[src/verilog/lcsc_defines.vh]
// Constants for the light curtain safety controller: offsets, fields, resets, timing
`ifndef LCSC_DEFINES_VH
`define LCSC_DEFINES_VH

// ==========================================
// Clock and timing
`define LCSC_CLK_KHZ        200000
`define LCSC_RST_MIN_MS     250
`define LCSC_RST_MAX_MS     2000
`define LCSC_FB_SETTLE_MS   100
`define LCSC_BLINK_MS       250
`define LCSC_SELFTEST_CYC   8'h10

// ==========================================
// Register offsets
`define LCSC_OFF_CTRL       8'h00
`define LCSC_OFF_BLANK      8'h04
`define LCSC_OFF_STATUS     8'h08
`define LCSC_OFF_BEAMS      8'h0c

// ==========================================
// Control fields and reset values
`define LCSC_CTRL_LATCH     0
`define LCSC_CTRL_FBM_LO    1
`define LCSC_CTRL_FBM_HI    2
`define LCSC_CTRL_RRES      3
`define LCSC_CTRL_SCAN      4
`define LCSC_CTRL_RST       5'h00
`define LCSC_BLANK_RST      8'h00

// ==========================================
// Feedback modes and fault codes
`define LCSC_FBM_NONE       2'h0
`define LCSC_FBM_ONE        2'h1
`define LCSC_FBM_TWO        2'h2
`define LCSC_FLT_NONE       4'h0
`define LCSC_FLT_CHAN       4'h1
`define LCSC_FLT_FDBK       4'h2
`define LCSC_FLT_SELF       4'h3
`define LCSC_FLT_CFG        4'h4
`define LCSC_DISP_ERR       4'he

`endif

[src/verilog/lcsc_chan.v]
// One redundant beam evaluation channel: clear decision and blocked beam count
`timescale 1ns/100ps
module lcsc_chan #(
  parameter integer NB = 20,
  parameter integer CW = 8
) (
  input  wire          mclk_i,
  input  wire          rst_i,
  input  wire [NB-1:0] hit_i,
  input  wire          rres_i,
  output reg           clear_o,
  output reg  [CW-1:0] blocked_o
);

  // ==========================================
  // Blocked beam count
  function [CW-1:0] popcnt;
    input [NB-1:0] v;
    integer k;
    begin
      popcnt = {CW{1'b0}};
      for (k = 0; k < NB; k = k + 1) begin
        popcnt = popcnt + {{(CW-1){1'b0}}, v[k]};
      end
    end
  endfunction

  reg [NB-1:0] blk;
  reg          ok;
  integer      i;

  // ==========================================
  // Tolerance check
  always @* begin
    blk = ~hit_i;
    ok  = ~blk[0];
    if (!rres_i) begin
      ok = ok & ~(|blk);
    end else begin
      // A run of three blocked beams exceeds the two-beam tolerance
      for (i = 1; i < NB - 2; i = i + 1) begin
        if (blk[i] & blk[i+1] & blk[i+2]) begin
          ok = 1'b0;
        end
      end
    end
  end

  always @(posedge mclk_i) begin
    if (rst_i) begin
      clear_o   <= 1'b0;
      blocked_o <= {CW{1'b0}};
    end else begin
      clear_o   <= ok;
      blocked_o <= popcnt(blk);
    end
  end

endmodule // lcsc_chan

[src/verilog/lcsc_top.v]
// Light curtain safety controller: state machine, feedback check, indicators, APB
`timescale 1ns/100ps
`include "lcsc_defines.vh"

module lcsc_top #(
  parameter integer NB          = 20,
  parameter integer ZB          = 5,
  parameter integer CW          = 8,
  parameter integer RST_MIN_CYC = `LCSC_RST_MIN_MS * `LCSC_CLK_KHZ,
  parameter integer RST_MAX_CYC = `LCSC_RST_MAX_MS * `LCSC_CLK_KHZ,
  parameter integer FB_CYC      = `LCSC_FB_SETTLE_MS * `LCSC_CLK_KHZ,
  parameter integer BLINK_CYC   = `LCSC_BLINK_MS * `LCSC_CLK_KHZ
) (
  input  wire             mclk_i,
  input  wire             rst_i,
  input  wire             psel_i,
  input  wire             penable_i,
  input  wire             pwrite_i,
  input  wire [7:0]       paddr_i,
  input  wire [31:0]      pwdata_i,
  output reg  [31:0]      prdata_o,
  output reg              pready_o,
  output reg              pslverr_o,
  input  wire [NB-1:0]    beam_hit_i,
  input  wire             rx_code_i,
  input  wire             test_closed_i,
  input  wire             reset_sw_i,
  input  wire             fb1_i,
  input  wire             fb2_i,
  input  wire             selfchk_fault_i,
  output reg              emit_on_o,
  output reg              safety_switch_outputs_a_o,
  output reg              safety_switch_outputs_b_o,
  output reg              aux_o,
  output reg              status_grn_o,
  output reg              status_red_o,
  output reg              reset_yel_o,
  output reg  [NB/ZB-1:0] zone_grn_o,
  output reg  [NB/ZB-1:0] zone_red_o,
  output reg  [11:0]      disp_o,
  output reg              emit_grn_o,
  output reg              emit_red_o,
  output reg  [3:0]       emit_digit_o
);

  localparam integer NZ = NB / ZB;
  localparam [4:0] ST_INIT = 5'h01;
  localparam [4:0] ST_WAIT = 5'h02;
  localparam [4:0] ST_RUN  = 5'h04;
  localparam [4:0] ST_BLK  = 5'h08;
  localparam [4:0] ST_LOCK = 5'h10;

  // ==========================================
  // Pin synchronisers; channel B has its own copy of the beams
  reg [NB+5:0] pin_s1_reg;
  reg [NB+5:0] pin_s2_reg;
  reg [NB-1:0] beam_b1_reg;
  reg [NB-1:0] beam_b2_reg;

  always @(posedge mclk_i) begin
    if (rst_i) begin
      pin_s1_reg  <= {(NB+6){1'b0}};
      pin_s2_reg  <= {(NB+6){1'b0}};
      beam_b1_reg <= {NB{1'b0}};
      beam_b2_reg <= {NB{1'b0}};
    end else begin
      pin_s1_reg  <= {selfchk_fault_i, fb2_i, fb1_i, reset_sw_i, test_closed_i,
                      rx_code_i, beam_hit_i};
      pin_s2_reg  <= pin_s1_reg;
      beam_b1_reg <= beam_hit_i;
      beam_b2_reg <= beam_b1_reg;
    end
  end

  wire [NB-1:0] beam_s   = pin_s2_reg[NB-1:0];
  wire          code_s   = pin_s2_reg[NB];
  wire          test_s   = pin_s2_reg[NB+1];
  wire          rsw_s    = pin_s2_reg[NB+2];
  wire          fb1_s    = pin_s2_reg[NB+3];
  wire          fb2_s    = pin_s2_reg[NB+4];
  wire          selflt_s = pin_s2_reg[NB+5];

  // ==========================================
  // Configuration registers
  reg [4:0]  ctrl_reg;
  reg [7:0]  blank_reg;
  wire       latch_mode = ctrl_reg[`LCSC_CTRL_LATCH];
  wire [1:0] fbm_mode   = ctrl_reg[`LCSC_CTRL_FBM_HI:`LCSC_CTRL_FBM_LO];
  wire       rres       = ctrl_reg[`LCSC_CTRL_RRES];
  wire       scan_code  = ctrl_reg[`LCSC_CTRL_SCAN];

  // Beams count only while emitting with a matching scan code
  wire          light_ok = test_s & (code_s == scan_code);
  wire [NB-1:0] hit_a    = beam_s & {NB{light_ok}};
  wire [NB-1:0] hit_b    = beam_b2_reg & {NB{light_ok}};

  // ==========================================
  // Redundant channels
  wire          clear_a;
  wire          clear_b;
  wire [CW-1:0] blocked_a;
  wire [CW-1:0] blocked_b;

  lcsc_chan #(.NB(NB), .CW(CW)) u_chan_a (
    .mclk_i    (mclk_i),
    .rst_i     (rst_i),
    .hit_i     (hit_a),
    .rres_i    (rres),
    .clear_o   (clear_a),
    .blocked_o (blocked_a)
  );

  lcsc_chan #(.NB(NB), .CW(CW)) u_chan_b (
    .mclk_i    (mclk_i),
    .rst_i     (rst_i),
    .hit_i     (hit_b),
    .rres_i    (rres),
    .clear_o   (clear_b),
    .blocked_o (blocked_b)
  );

  // Disagreement on two cycles in a row, beyond the sync skew, is a failed part
  reg  mis_prev_reg;
  wire mis_now  = (clear_a != clear_b) | (blocked_a != blocked_b);
  wire chan_flt = mis_now & mis_prev_reg;

  // ==========================================
  // Monitored manual reset
  reg [31:0] rsw_cnt_reg;
  reg        rsw_prev_reg;
  reg        rst_ok_reg;

  always @(posedge mclk_i) begin
    if (rst_i) begin
      rsw_cnt_reg  <= 32'h0;
      rsw_prev_reg <= 1'b0;
      rst_ok_reg   <= 1'b0;
    end else begin
      rsw_prev_reg <= rsw_s;
      if (!rsw_s) begin
        rsw_cnt_reg <= 32'h0;
      end else if (rsw_cnt_reg <= RST_MAX_CYC) begin
        rsw_cnt_reg <= rsw_cnt_reg + 32'h1;
      end
      // A tied-down button never opens, so it never produces a reset
      rst_ok_reg <= rsw_prev_reg & ~rsw_s & (rsw_cnt_reg >= RST_MIN_CYC)
                    & (rsw_cnt_reg <= RST_MAX_CYC);
    end
  end

  // ==========================================
  // Contactor feedback monitor
  reg [31:0] fb_cnt_reg;
  reg        out_on_reg;
  wire       fb_exp = ~out_on_reg;
  reg        fb_err;

  always @* begin
    case (fbm_mode)
      `LCSC_FBM_ONE: fb_err = (fb1_s != fb_exp);
      `LCSC_FBM_TWO: fb_err = (fb1_s != fb_exp) | (fb2_s != fb_exp);
      default:       fb_err = 1'b0;
    endcase
  end

  always @(posedge mclk_i) begin
    if (rst_i) begin
      fb_cnt_reg <= 32'h0;
    end else if (!fb_err) begin
      fb_cnt_reg <= 32'h0;
    end else if (fb_cnt_reg < FB_CYC) begin
      fb_cnt_reg <= fb_cnt_reg + 32'h1;
    end
  end

  wire fb_flt  = (fb_cnt_reg >= FB_CYC);
  wire cfg_flt = (fbm_mode == 2'h3);
  wire any_flt = chan_flt | fb_flt | selflt_s | cfg_flt;

  // ==========================================
  // Operating state machine
  reg [4:0] st_reg;
  reg [4:0] st_next;
  reg [7:0] tst_cnt_reg;
  reg [3:0] flt_reg;

  always @* begin
    st_next = st_reg;
    case (st_reg)
      ST_INIT: begin
        if ((tst_cnt_reg == `LCSC_SELFTEST_CYC) && clear_a && hit_a[0]) begin
          st_next = latch_mode ? ST_WAIT : ST_RUN;
        end
      end
      ST_WAIT: begin
        if (rst_ok_reg && clear_a) begin
          st_next = ST_RUN;
        end
      end
      ST_RUN: begin
        if (!clear_a) begin
          st_next = latch_mode ? ST_WAIT : ST_BLK;
        end
      end
      ST_BLK: begin
        if (clear_a) begin
          st_next = ST_RUN;
        end
      end
      ST_LOCK: begin
        if (rst_ok_reg && !any_flt) begin
          st_next = ST_INIT;
        end
      end
      default: st_next = ST_LOCK;
    endcase
    if (any_flt) begin
      st_next = ST_LOCK;
    end
  end

  always @(posedge mclk_i) begin
    if (rst_i) begin
      st_reg       <= ST_INIT;
      tst_cnt_reg  <= 8'h00;
      flt_reg      <= `LCSC_FLT_NONE;
      mis_prev_reg <= 1'b0;
      out_on_reg   <= 1'b0;
    end else begin
      st_reg       <= st_next;
      mis_prev_reg <= mis_now;
      out_on_reg   <= (st_next == ST_RUN);
      if (st_reg != ST_INIT) begin
        tst_cnt_reg <= 8'h00;
      end else if (tst_cnt_reg != `LCSC_SELFTEST_CYC) begin
        tst_cnt_reg <= tst_cnt_reg + 8'h01;
      end
      // First cause is kept until the lockout is left
      if (st_reg != ST_LOCK && any_flt) begin
        flt_reg <= chan_flt ? `LCSC_FLT_CHAN : fb_flt ? `LCSC_FLT_FDBK :
                   selflt_s ? `LCSC_FLT_SELF : `LCSC_FLT_CFG;
      end else if (st_reg == ST_LOCK && st_next == ST_INIT) begin
        flt_reg <= `LCSC_FLT_NONE;
      end
    end
  end

  // ==========================================
  // Flash timing
  reg [31:0] blink_cnt_reg;
  reg        blink_reg;

  always @(posedge mclk_i) begin
    if (rst_i) begin
      blink_cnt_reg <= 32'h0;
      blink_reg     <= 1'b0;
    end else if (blink_cnt_reg >= BLINK_CYC - 1) begin
      blink_cnt_reg <= 32'h0;
      blink_reg     <= ~blink_reg;
    end else begin
      blink_cnt_reg <= blink_cnt_reg + 32'h1;
    end
  end

  // ==========================================
  // Indicator next values
  wire lock = (st_reg == ST_LOCK);
  reg [NZ-1:0] zgrn_next;
  reg [NZ-1:0] zred_next;
  integer z;

  always @* begin
    for (z = 0; z < NZ; z = z + 1) begin
      zgrn_next[z] = blank_reg[z] ? blink_reg : (&hit_a[z*ZB +: ZB]);
      zred_next[z] = ~blank_reg[z] & ~(&hit_a[z*ZB +: ZB]);
    end
  end

  // ==========================================
  // Registered outputs
  always @(posedge mclk_i) begin
    if (rst_i) begin
      emit_on_o                 <= 1'b0;
      safety_switch_outputs_a_o <= 1'b0;
      safety_switch_outputs_b_o <= 1'b0;
      aux_o                     <= 1'b0;
      status_grn_o              <= 1'b0;
      status_red_o              <= 1'b0;
      reset_yel_o               <= 1'b0;
      zone_grn_o                <= {NZ{1'b0}};
      zone_red_o                <= {NZ{1'b0}};
      disp_o                    <= 12'h000;
      emit_grn_o                <= 1'b0;
      emit_red_o                <= 1'b0;
      emit_digit_o              <= 4'h0;
    end else begin
      emit_on_o                 <= test_s;
      safety_switch_outputs_a_o <= out_on_reg & ~any_flt;
      safety_switch_outputs_b_o <= out_on_reg & ~any_flt;
      // Safety output terms gated by feedback mode one, so a fault drops aux in the same cycle
      aux_o        <= out_on_reg & ~any_flt & (fbm_mode == `LCSC_FBM_ONE);
      status_grn_o <= ~lock & out_on_reg & (~rres | blink_reg);
      status_red_o <= lock ? blink_reg : ~out_on_reg;
      reset_yel_o  <= (st_reg == ST_RUN) | (st_reg == ST_BLK) |
                      (((st_reg == ST_WAIT) | lock) & blink_reg);
      zone_grn_o   <= zgrn_next;
      zone_red_o   <= zred_next;
      disp_o       <= lock ? {`LCSC_DISP_ERR, 4'h0, flt_reg} :
                             {{(12-CW){1'b0}}, blocked_a};
      // Emitter: red steady at power-up, green in run, flashing green in test
      emit_grn_o   <= ~lock & (st_reg != ST_INIT) & (test_s | blink_reg);
      emit_red_o   <= lock ? blink_reg : (st_reg == ST_INIT);
      emit_digit_o <= lock ? flt_reg : {3'h0, scan_code} + 4'h1;
    end
  end

  // ==========================================
  // APB slave, no wait states, unmapped addresses answer with pslverr
  wire setup  = psel_i & ~penable_i & ~pready_o;
  wire access = psel_i & penable_i & pready_o;
  wire mapped = (paddr_i == `LCSC_OFF_CTRL) | (paddr_i == `LCSC_OFF_BLANK) |
                (paddr_i == `LCSC_OFF_STATUS) | (paddr_i == `LCSC_OFF_BEAMS);
  reg [31:0] rd_next;

  always @* begin
    case (paddr_i)
      `LCSC_OFF_CTRL:   rd_next = {27'h0, ctrl_reg};
      `LCSC_OFF_BLANK:  rd_next = {24'h0, blank_reg};
      `LCSC_OFF_STATUS: rd_next = {16'h0, blocked_a, flt_reg, lock, st_reg == ST_RUN,
                                   st_reg == ST_WAIT, out_on_reg};
      `LCSC_OFF_BEAMS:  rd_next = {{(32-NB){1'b0}}, ~hit_a};
      default:          rd_next = 32'h0;
    endcase
  end

  always @(posedge mclk_i) begin
    if (rst_i) begin
      prdata_o  <= 32'h0;
      pready_o  <= 1'b0;
      pslverr_o <= 1'b0;
      ctrl_reg  <= `LCSC_CTRL_RST;
      blank_reg <= `LCSC_BLANK_RST;
    end else begin
      pready_o  <= setup;
      pslverr_o <= setup & ~mapped;
      if (setup) begin
        prdata_o <= pwrite_i ? 32'h0 : rd_next;
      end
      if (access && pwrite_i && paddr_i == `LCSC_OFF_CTRL) begin
        ctrl_reg <= pwdata_i[4:0];
      end
      if (access && pwrite_i && paddr_i == `LCSC_OFF_BLANK) begin
        blank_reg <= pwdata_i[7:0];
      end
    end
  end

endmodule // lcsc_top
[config.mk]
export PLATFORM = sky130hd
export DESIGN_NAME = lcsc_top
export DESIGN_NICKNAME = d
export VERILOG_FILES = /design/src/verilog/lcsc_chan.v /design/src/verilog/lcsc_top.v
export VERILOG_INCLUDE_DIRS = /design/src /design/src/verilog
export SDC_FILE = /design/constraint.sdc
export NUM_CORES = 1
export LEC_CHECK = 0
export BUFFER_PORTS_ARGS = -buffer_cell sky130_fd_sc_hd__buf_2
export CORE_UTILIZATION = 59
export CTS_BUF_LIST = sky130_fd_sc_hd__clkbuf_16
export CTS_CLUSTER_SIZE = 20
export DETAILED_ROUTE_END_ITERATION = 10
export PLACE_DENSITY = 0.9
export SLEW_MARGIN = 25
export SYNTH_ARGS = -nofsm -noshare
export SYNTH_HDL_FRONTEND = slang
export SYNTH_HIERARCHICAL = 1
export SYNTH_SLANG_ARGS = --single-unit
[constraint.sdc]
create_clock -name mclk_i -period 5.3 [get_ports mclk_i]
set_input_delay 1.06 -clock mclk_i [delete_from_list [all_inputs] [get_ports mclk_i]]
set_output_delay 1.06 -clock mclk_i [all_outputs]
set_load 0.01 [all_outputs]
==> metrics.md, run 1 <==
| Metric | Value |
|---|---|
| Peak Freq | `0.197 GHz` |
| Primary FF master, synth | `dfxtp_1` |
| Synthesized area per cell | `9.01 sq um` |
| Clock Tree Buf Depth | `3` |
| Combinational Power Share | `5.0%` |
| Worst-path clk slew | `60 ps` |
| Worst endpoint required time | `5680 ps` |
| Filler cells | `1426` |
| Synthesized area | `between 10000 and 15000 sq um` |
| CTS sink count | `244` |
| P&R area growth vs syn | `11.9%` |
| DIE AREA | `19800 sq um` |
| N_diodes | `0` |
| WP data arrival | `between 5000 and 6000 ps` |
| Initial antenna violation count | `0` |
| Critical Path End | `u_chan_a/blocked_o[3]` |
| Hold Path Class | `flip-flop to flip-flop` |
| Total CTS buffers | `25` |
| Number of routed nets with antenna violations | `0` |
| Wire per inst | `15.8 um` |
| Most common cell after layout, fill and taps aside | `dfxtp_1` |
| Final net count | `1468` |
| Die Wd | `141 um` |
| Via/cell ratio | `~5.8` |
| Post-synth EDFFs | `0` |
| Vias in the first global route | `8670` |
| Flop pwr share | `slightly below 50%` |
| Count of cell types in the netlist | `64` |
| Final GP Congestion | `0.924` |
| Clock latency on the worst-skew pair | `520 ps` |
| Lkg Pwr | `approximately 0.0048 uW` |
| WL final | `between 20000 and 30000 um` |
| Slew of the pin with the lowest slew margin | `1030 ps` |
| FF-to-FF setup slack | `220 ps` |
| Worst vdd ir | `about 250 uV` |
| MaxCap Viol Count | `0` |
| Final setup fails | `0` |
| Worst r2r path cells | `16` |
| Met1 usage | `33.5%` |
| GR Overflow Total | `0` |
| Pin count of the biggest net entering global routing | `84` |
| Internal | `3010 uW` |
| Initial DRC count | `745` |
| Share of layout cells above drive strength 1 | `11.8%` |
| Final Cycle Share | `95.8%` |
| Outcome | `finished clean` |
| Worst Setup SP | `ctrl_reg[4]` |
| Met2 GRT Util | `between 40% and 50%` |
| #FFs+latches synth | `244` |
| Post-CTS Setup Bufs | `0` |
| Warning count from the yosys run | `6` |
| CTS root buf | `clkbuf_16` |
| GRT Util Overall | `about 25%` |
| Met3 Track Usage GR | `between 5 and 6%` |
| Hold path start | `pin_s1_reg[7]` |
| Commonest cells after routing, fill and taps aside | `dfxtp_1, nor2_1, inv_1, buf_2, nand2_1` |
| Post-Synthesis Cells | `1259` |
| Worst Setup Start Kind | `flip-flop` |
| Critical-path maximum fanout | `13` |
| Crit Path Category | `flip-flop to flip-flop` |
| Rel. slew slack | `30.9%` |
| Core ar. | `18800 sq um` |
| Core Util, Final | `67.6%` |
| H-tree depth | `1` |
| Share of async-settable or async-resettable flops after synthesis | `0%` |
| Clock network power share | `45.6%` |
| Area contributors post-synth | `dfxtp_1, fa_1, xnor2_1` |
| PwrDens | `303 nW/um^2` |
| RSZ-0062 raised after global routing | `false` |
| R2r startpoint | `ctrl_reg[4]` |
| CP Capture Type | `flip-flop` |
| Worst Skew | `8.30 ps` |
| First-pass GRT wire length | `41300 um` |
| GRT busiest layer | `met2` |
| Cell taking the most area after synthesis | `dfxtp_1` |
| DRC | `0` |
| Sw power | `around 840 uW` |
| CTS tree | `yes` |
| Post-synthesis sequential area ratio | `43.1%` |
| Net Sw Frac | `21.8%` |
| Hold Fails Final Rpt | `0` |
| Die Y | `about 140 um` |
| DR vias | `9244` |
| Pins over their slew limit | `0` |
| Hold_buf cts | `0` |
| Std cell rows | `50` |
| Router iterations before antenna repair | `6` |
| R2r endpoint | `u_chan_a/blocked_o[3]` |
| Area share of the largest cell type after synthesis | `43.1%` |
| WHS | `431 ps` |
| Number of I/O pins | `138` |
| Initial Util | `60.4%` |
| DP Wirelength | `17400 um` |
| Port Buf Inserts | `99` |
| Fin crit period | `approximately 5100 ps` |
| Post_cts resized | `0` |
| Setup TNS | `0 ps` |
==> synth_stat cells, types with 24 or more instances <==
cell and n:
dfxtp_1 244, a21oi_1 70, fa_1 28, xnor2_1 49, clkbuf_1 40, inv_1 95
nand3_1 39, nor4_1 24, ha_1 26, nor3_1 56, and3_1 37, nor2_1 101
nand2_1 87, nor2b_1 65
==> final cells by class <==
type / count / area, sq um / area share, %
clock buffer: 25 / 626 / 4.93
clock inverter: 19 / 198 / 1.56
inverter: 96 / 360 / 2.84
multi-input combinational: 866 / 5750 / 45.3
sequential: 244 / 4880 / 38.5
tap: 234 / 293 / 2.31
timing repair buffer: 110 / 581 / 4.57
==> critical path: stages (launching register included) <==
cell and delay [ps]:
dfxtp_1 470, xnor2_1 200, buf_4 220, and3_1 350
inv_1 110, fa_1 520, fa_1 440, fa_1 520
inv_1 50, fa_1 500, fa_1 610, inv_1 60
ha_1 290, a21o_1 180, a21oi_1 200, xor2_1 170
nor2_1 50
==> power by group through the flow <==
stage	registers [uW]	clock network [uW]	logic [uW]
2_1_floorplan	1940	0	138
3_3_place_gp	1940	0	181
3_5_place_dp	1940	0	187
4_1_cts	1900	1780	190
5_1_grt	1900	1850	212
6_report	1900	1750	193
==> cell families after synthesis <==
logic type	share of synthesized area (%)
other	0.0993
adder cells (fa/ha/maj)	7.81
multiplexers	2.40
AO/OA/AOI/OAI	9.87
XOR/XNOR	5.33
buffers and inverters	6.98
AND/OR/NAND/NOR	24.4
flip-flops	43.1
==> per-layer routing <==
metal	share of wire (%)	routed length, um
met5	0	0
met4	3.5	880
met3	8.7	2190
met2	45	11400
met1	42	10700
==> per-stage QoR <==
step / power, uW / cell area [sq um] / std cells / setup slack [ps]
final: 3850 / 12700 / 1594 / 221
after global routing: 3960 / 12700 / 1594 / 6.01
after CTS: 3870 / 12700 / 1594 / 263
after detailed placement: 2130 / 11900 / 1550 / 316
after global placement: 2120 / 11900 / 1550 / 401
after floorplan: 2070 / 11400 / 1282 / 545
==> how the worst min path moves through the flow <==
stage	end	cells after the start
floorplan	pin_s2_reg[0]	1
global placement	pin_s2_reg[24]	1
detailed placement	pin_s2_reg[7]	1
CTS	pin_s2_reg[7]	1
global route	pin_s2_reg[7]	1
finish	pin_s2_reg[7]	1
Power figures use the tool's default switching activity.
==> inputs of run 2 (changes only) <==
CELL_PAD_IN_SITES_DETAIL_PLACEMENT = 1   (was default)
CELL_PAD_IN_SITES_GLOBAL_PLACEMENT = 1   (was default)
CORE_MARGIN = 1.5   (was default)
CORE_UTILIZATION = 45   (was 59)
==> metrics.md, run 2 (synthesized netlist as in run 1, its figures left out) <==
| Metric | Value |
|---|---|
| Outcome | `finished clean` |
| R2r startpoint | `ctrl_reg[4]` |
| Final net count | `1471` |
| Hold path start | `pin_s1_reg[13]` |
| WP data arrival | `roughly 5400 ps` |
| Final setup fails | `0` |
| Commonest cells after routing, fill and taps aside | `dfxtp_1, nor2_1, buf_2` |
| Placed cell areas | `12000 sq um` |
| Final Cycle Share | `95.1%` |
| Fin crit period | `5040 ps` |
| Initial DRC count | `879` |
| Design Power | `approximately 4000 uW` |
| Register area | `4890 sq um` |
| Metal2 WL | `about 15000 um` |
| CP Buf/Inv Count | `4` |
| Crit path top cell by count | `fa_1` |
| Wire per inst | `approximately 19 um` |
| Detailed-route wire length on metal 1 | `13400 um` |
| Vias in the first global route | `9952` |
| GR Overflow Total | `0` |
| Slew of the pin with the lowest slew margin | `914 ps` |
| Flop pwr share | `47.7%` |
| DR vias | `about 9700` |
| Total CTS buffers | `27` |
| Router iterations before antenna repair | `5` |
| P&R area growth vs syn | `13.6%` |
| DIE AREA | `26200 sq um` |
| Port Buf Inserts | `99` |
| CP max stage cell | `fa_1` |
| DRC | `0` |
| Most common cell after layout, fill and taps aside | `dfxtp_1` |
| N_diodes | `0` |
| Number of I/O pins | `138` |
| Worst-path clk slew | `60 ps` |
| Worst Skew | `16.7 ps` |
| Peak Freq | `0.198 GHz` |
| Die Y | `162 um` |
| Clock network power share | `47.2%` |
| WL final | `32200 um` |
| Initial antenna violation count | `0` |
| PwrDens | `310 nW/um^2` |
| Fin area | `12900 sq um` |
| MaxCap Viol Count | `0` |
| Rel. slew slack | `39.1%` |
| Share of layout cells above drive strength 1 | `12.9%` |
| Initial Util | `46.2%` |
| Critical-path maximum fanout | `7` |
| CTS root buf | `clkbuf_16` |
| Hold Fails Final Rpt | `0` |
| Post_cts resized | `0` |
| Net Sw Frac | `22.9%` |
| Filler cells | `approximately 2900` |
| CP Capture Type | `flip-flop` |
| Met3 wire len | `1940 um` |
| Hold Path Class | `flip-flop to flip-flop` |
| CTS tree | `yes` |
| Via/cell ratio | `5.72` |
| Lkg Pwr | `between 0.004 and 0.005 uW` |
| Setup TNS | `0 ps` |
| Pin count of the biggest net entering global routing | `58` |
| DP Wirelength | `22200 um` |
| Internal | `3080 uW` |
| Pins over their slew limit | `0` |
| Worst vdd ir | `296 uV` |
| H-tree depth | `1` |
| Clock latency on the worst-skew pair | `530 ps` |
| GRT Util Overall | `24.5%` |
| Combinational Power Share | `5.2%` |
| Std cell rows | `between 50 and 60` |
| Post-CTS Setup Bufs | `0` |
| Top delay family on crit path | `adder cells` |
| Worst Setup Start Kind | `flip-flop` |
| Core Util, Final | `52.5%` |
| Final GP Congestion | `0.885` |
| Clock Tree Buf Depth | `3` |
| RSZ-0062 raised after global routing | `false` |
| Die Wd | `162 um` |
| Sw power | `914 uW` |
| CP cell instances | `xnor2_1, and2_4, nand2_1, inv_2, inv_1, fa_1, fa_1, fa_1, inv_1, fa_1, fa_1, inv_1, ha_1, a21o_1, a21oi_1, xor2_1, nor2_1` |
| Worst endpoint required time | `5690 ps` |
| Number of routed nets with antenna violations | `0` |
| First-pass GRT wire length | `51800 um` |
| Worst Setup SP | `ctrl_reg[4]` |
| Core ar. | `24500 sq um` |
| DR top layer | `met4` |
| Hold_buf cts | `0` |
| Crit Path Category | `flip-flop to flip-flop` |
| CTS sink count | `244` |
| WHS | `437 ps` |
| Max incr delay on CP | `610 ps` |
| Area of the multi-input gates | `5760 sq um` |
run 2: through the flow:
stage | cells | worst slack (ps)
3_3_place_gp | 1641 | 321
5_1_grt | 1689 | 40.2
4_1_cts | 1689 | 7.19
6_report | 1689 | 259
3_5_place_dp | 1641 | 109
2_1_floorplan | 1282 | 545
run 2: layout make-up:
class	instances	share of cell area [%]
clock buffers	27	5.24
clock inverters	21	1.62
inverters	96	2.80
multi-input cells	866	44.7
flip-flops and latches	244	37.9
well taps	324	3.15
repair buffers	111	4.56
run 2: power by group through the flow:
stage / clock network (uW) / registers [uW] / logic, uW
floorplan: 0 / 1940 / 138
finish: 1880 / 1900 / 206
CTS: 1910 / 1900 / 204
global placement: 0 / 1940 / 190
detailed placement: 0 / 1940 / 200
global route: 1990 / 1900 / 228
run 2: worst register-to-register path, cell delays in order, from the launching register on:
cell and delay, ps:
dfxtp_2 370, xnor2_1 250, and2_4 230, nand2_1 130, inv_2 140, inv_1 110, fa_1 530, fa_1 450
fa_1 540, inv_1 70, fa_1 510, fa_1 610, inv_1 80, ha_1 300, a21o_1 160, a21oi_1 190
xor2_1 170, nor2_1 70
run 2: worst paths after layout:
check | to | slack (ps) | depth (start not counted)
hold / removal | pin_s2_reg[13] | 440 | 1
setup / recovery | u_chan_b/blocked_o[3] | 260 | 17
hold reg to reg | pin_s2_reg[13] | 440 | 1
setup reg to reg | u_chan_b/blocked_o[3] | 260 | 17
run 2: per-layer routing:
metal  vias up  GRT usage [%]
met5         -              0
met4         0           9.76
met3       120           4.14
met2       364           41.9
met1      4715           30.6
li1       4455              -
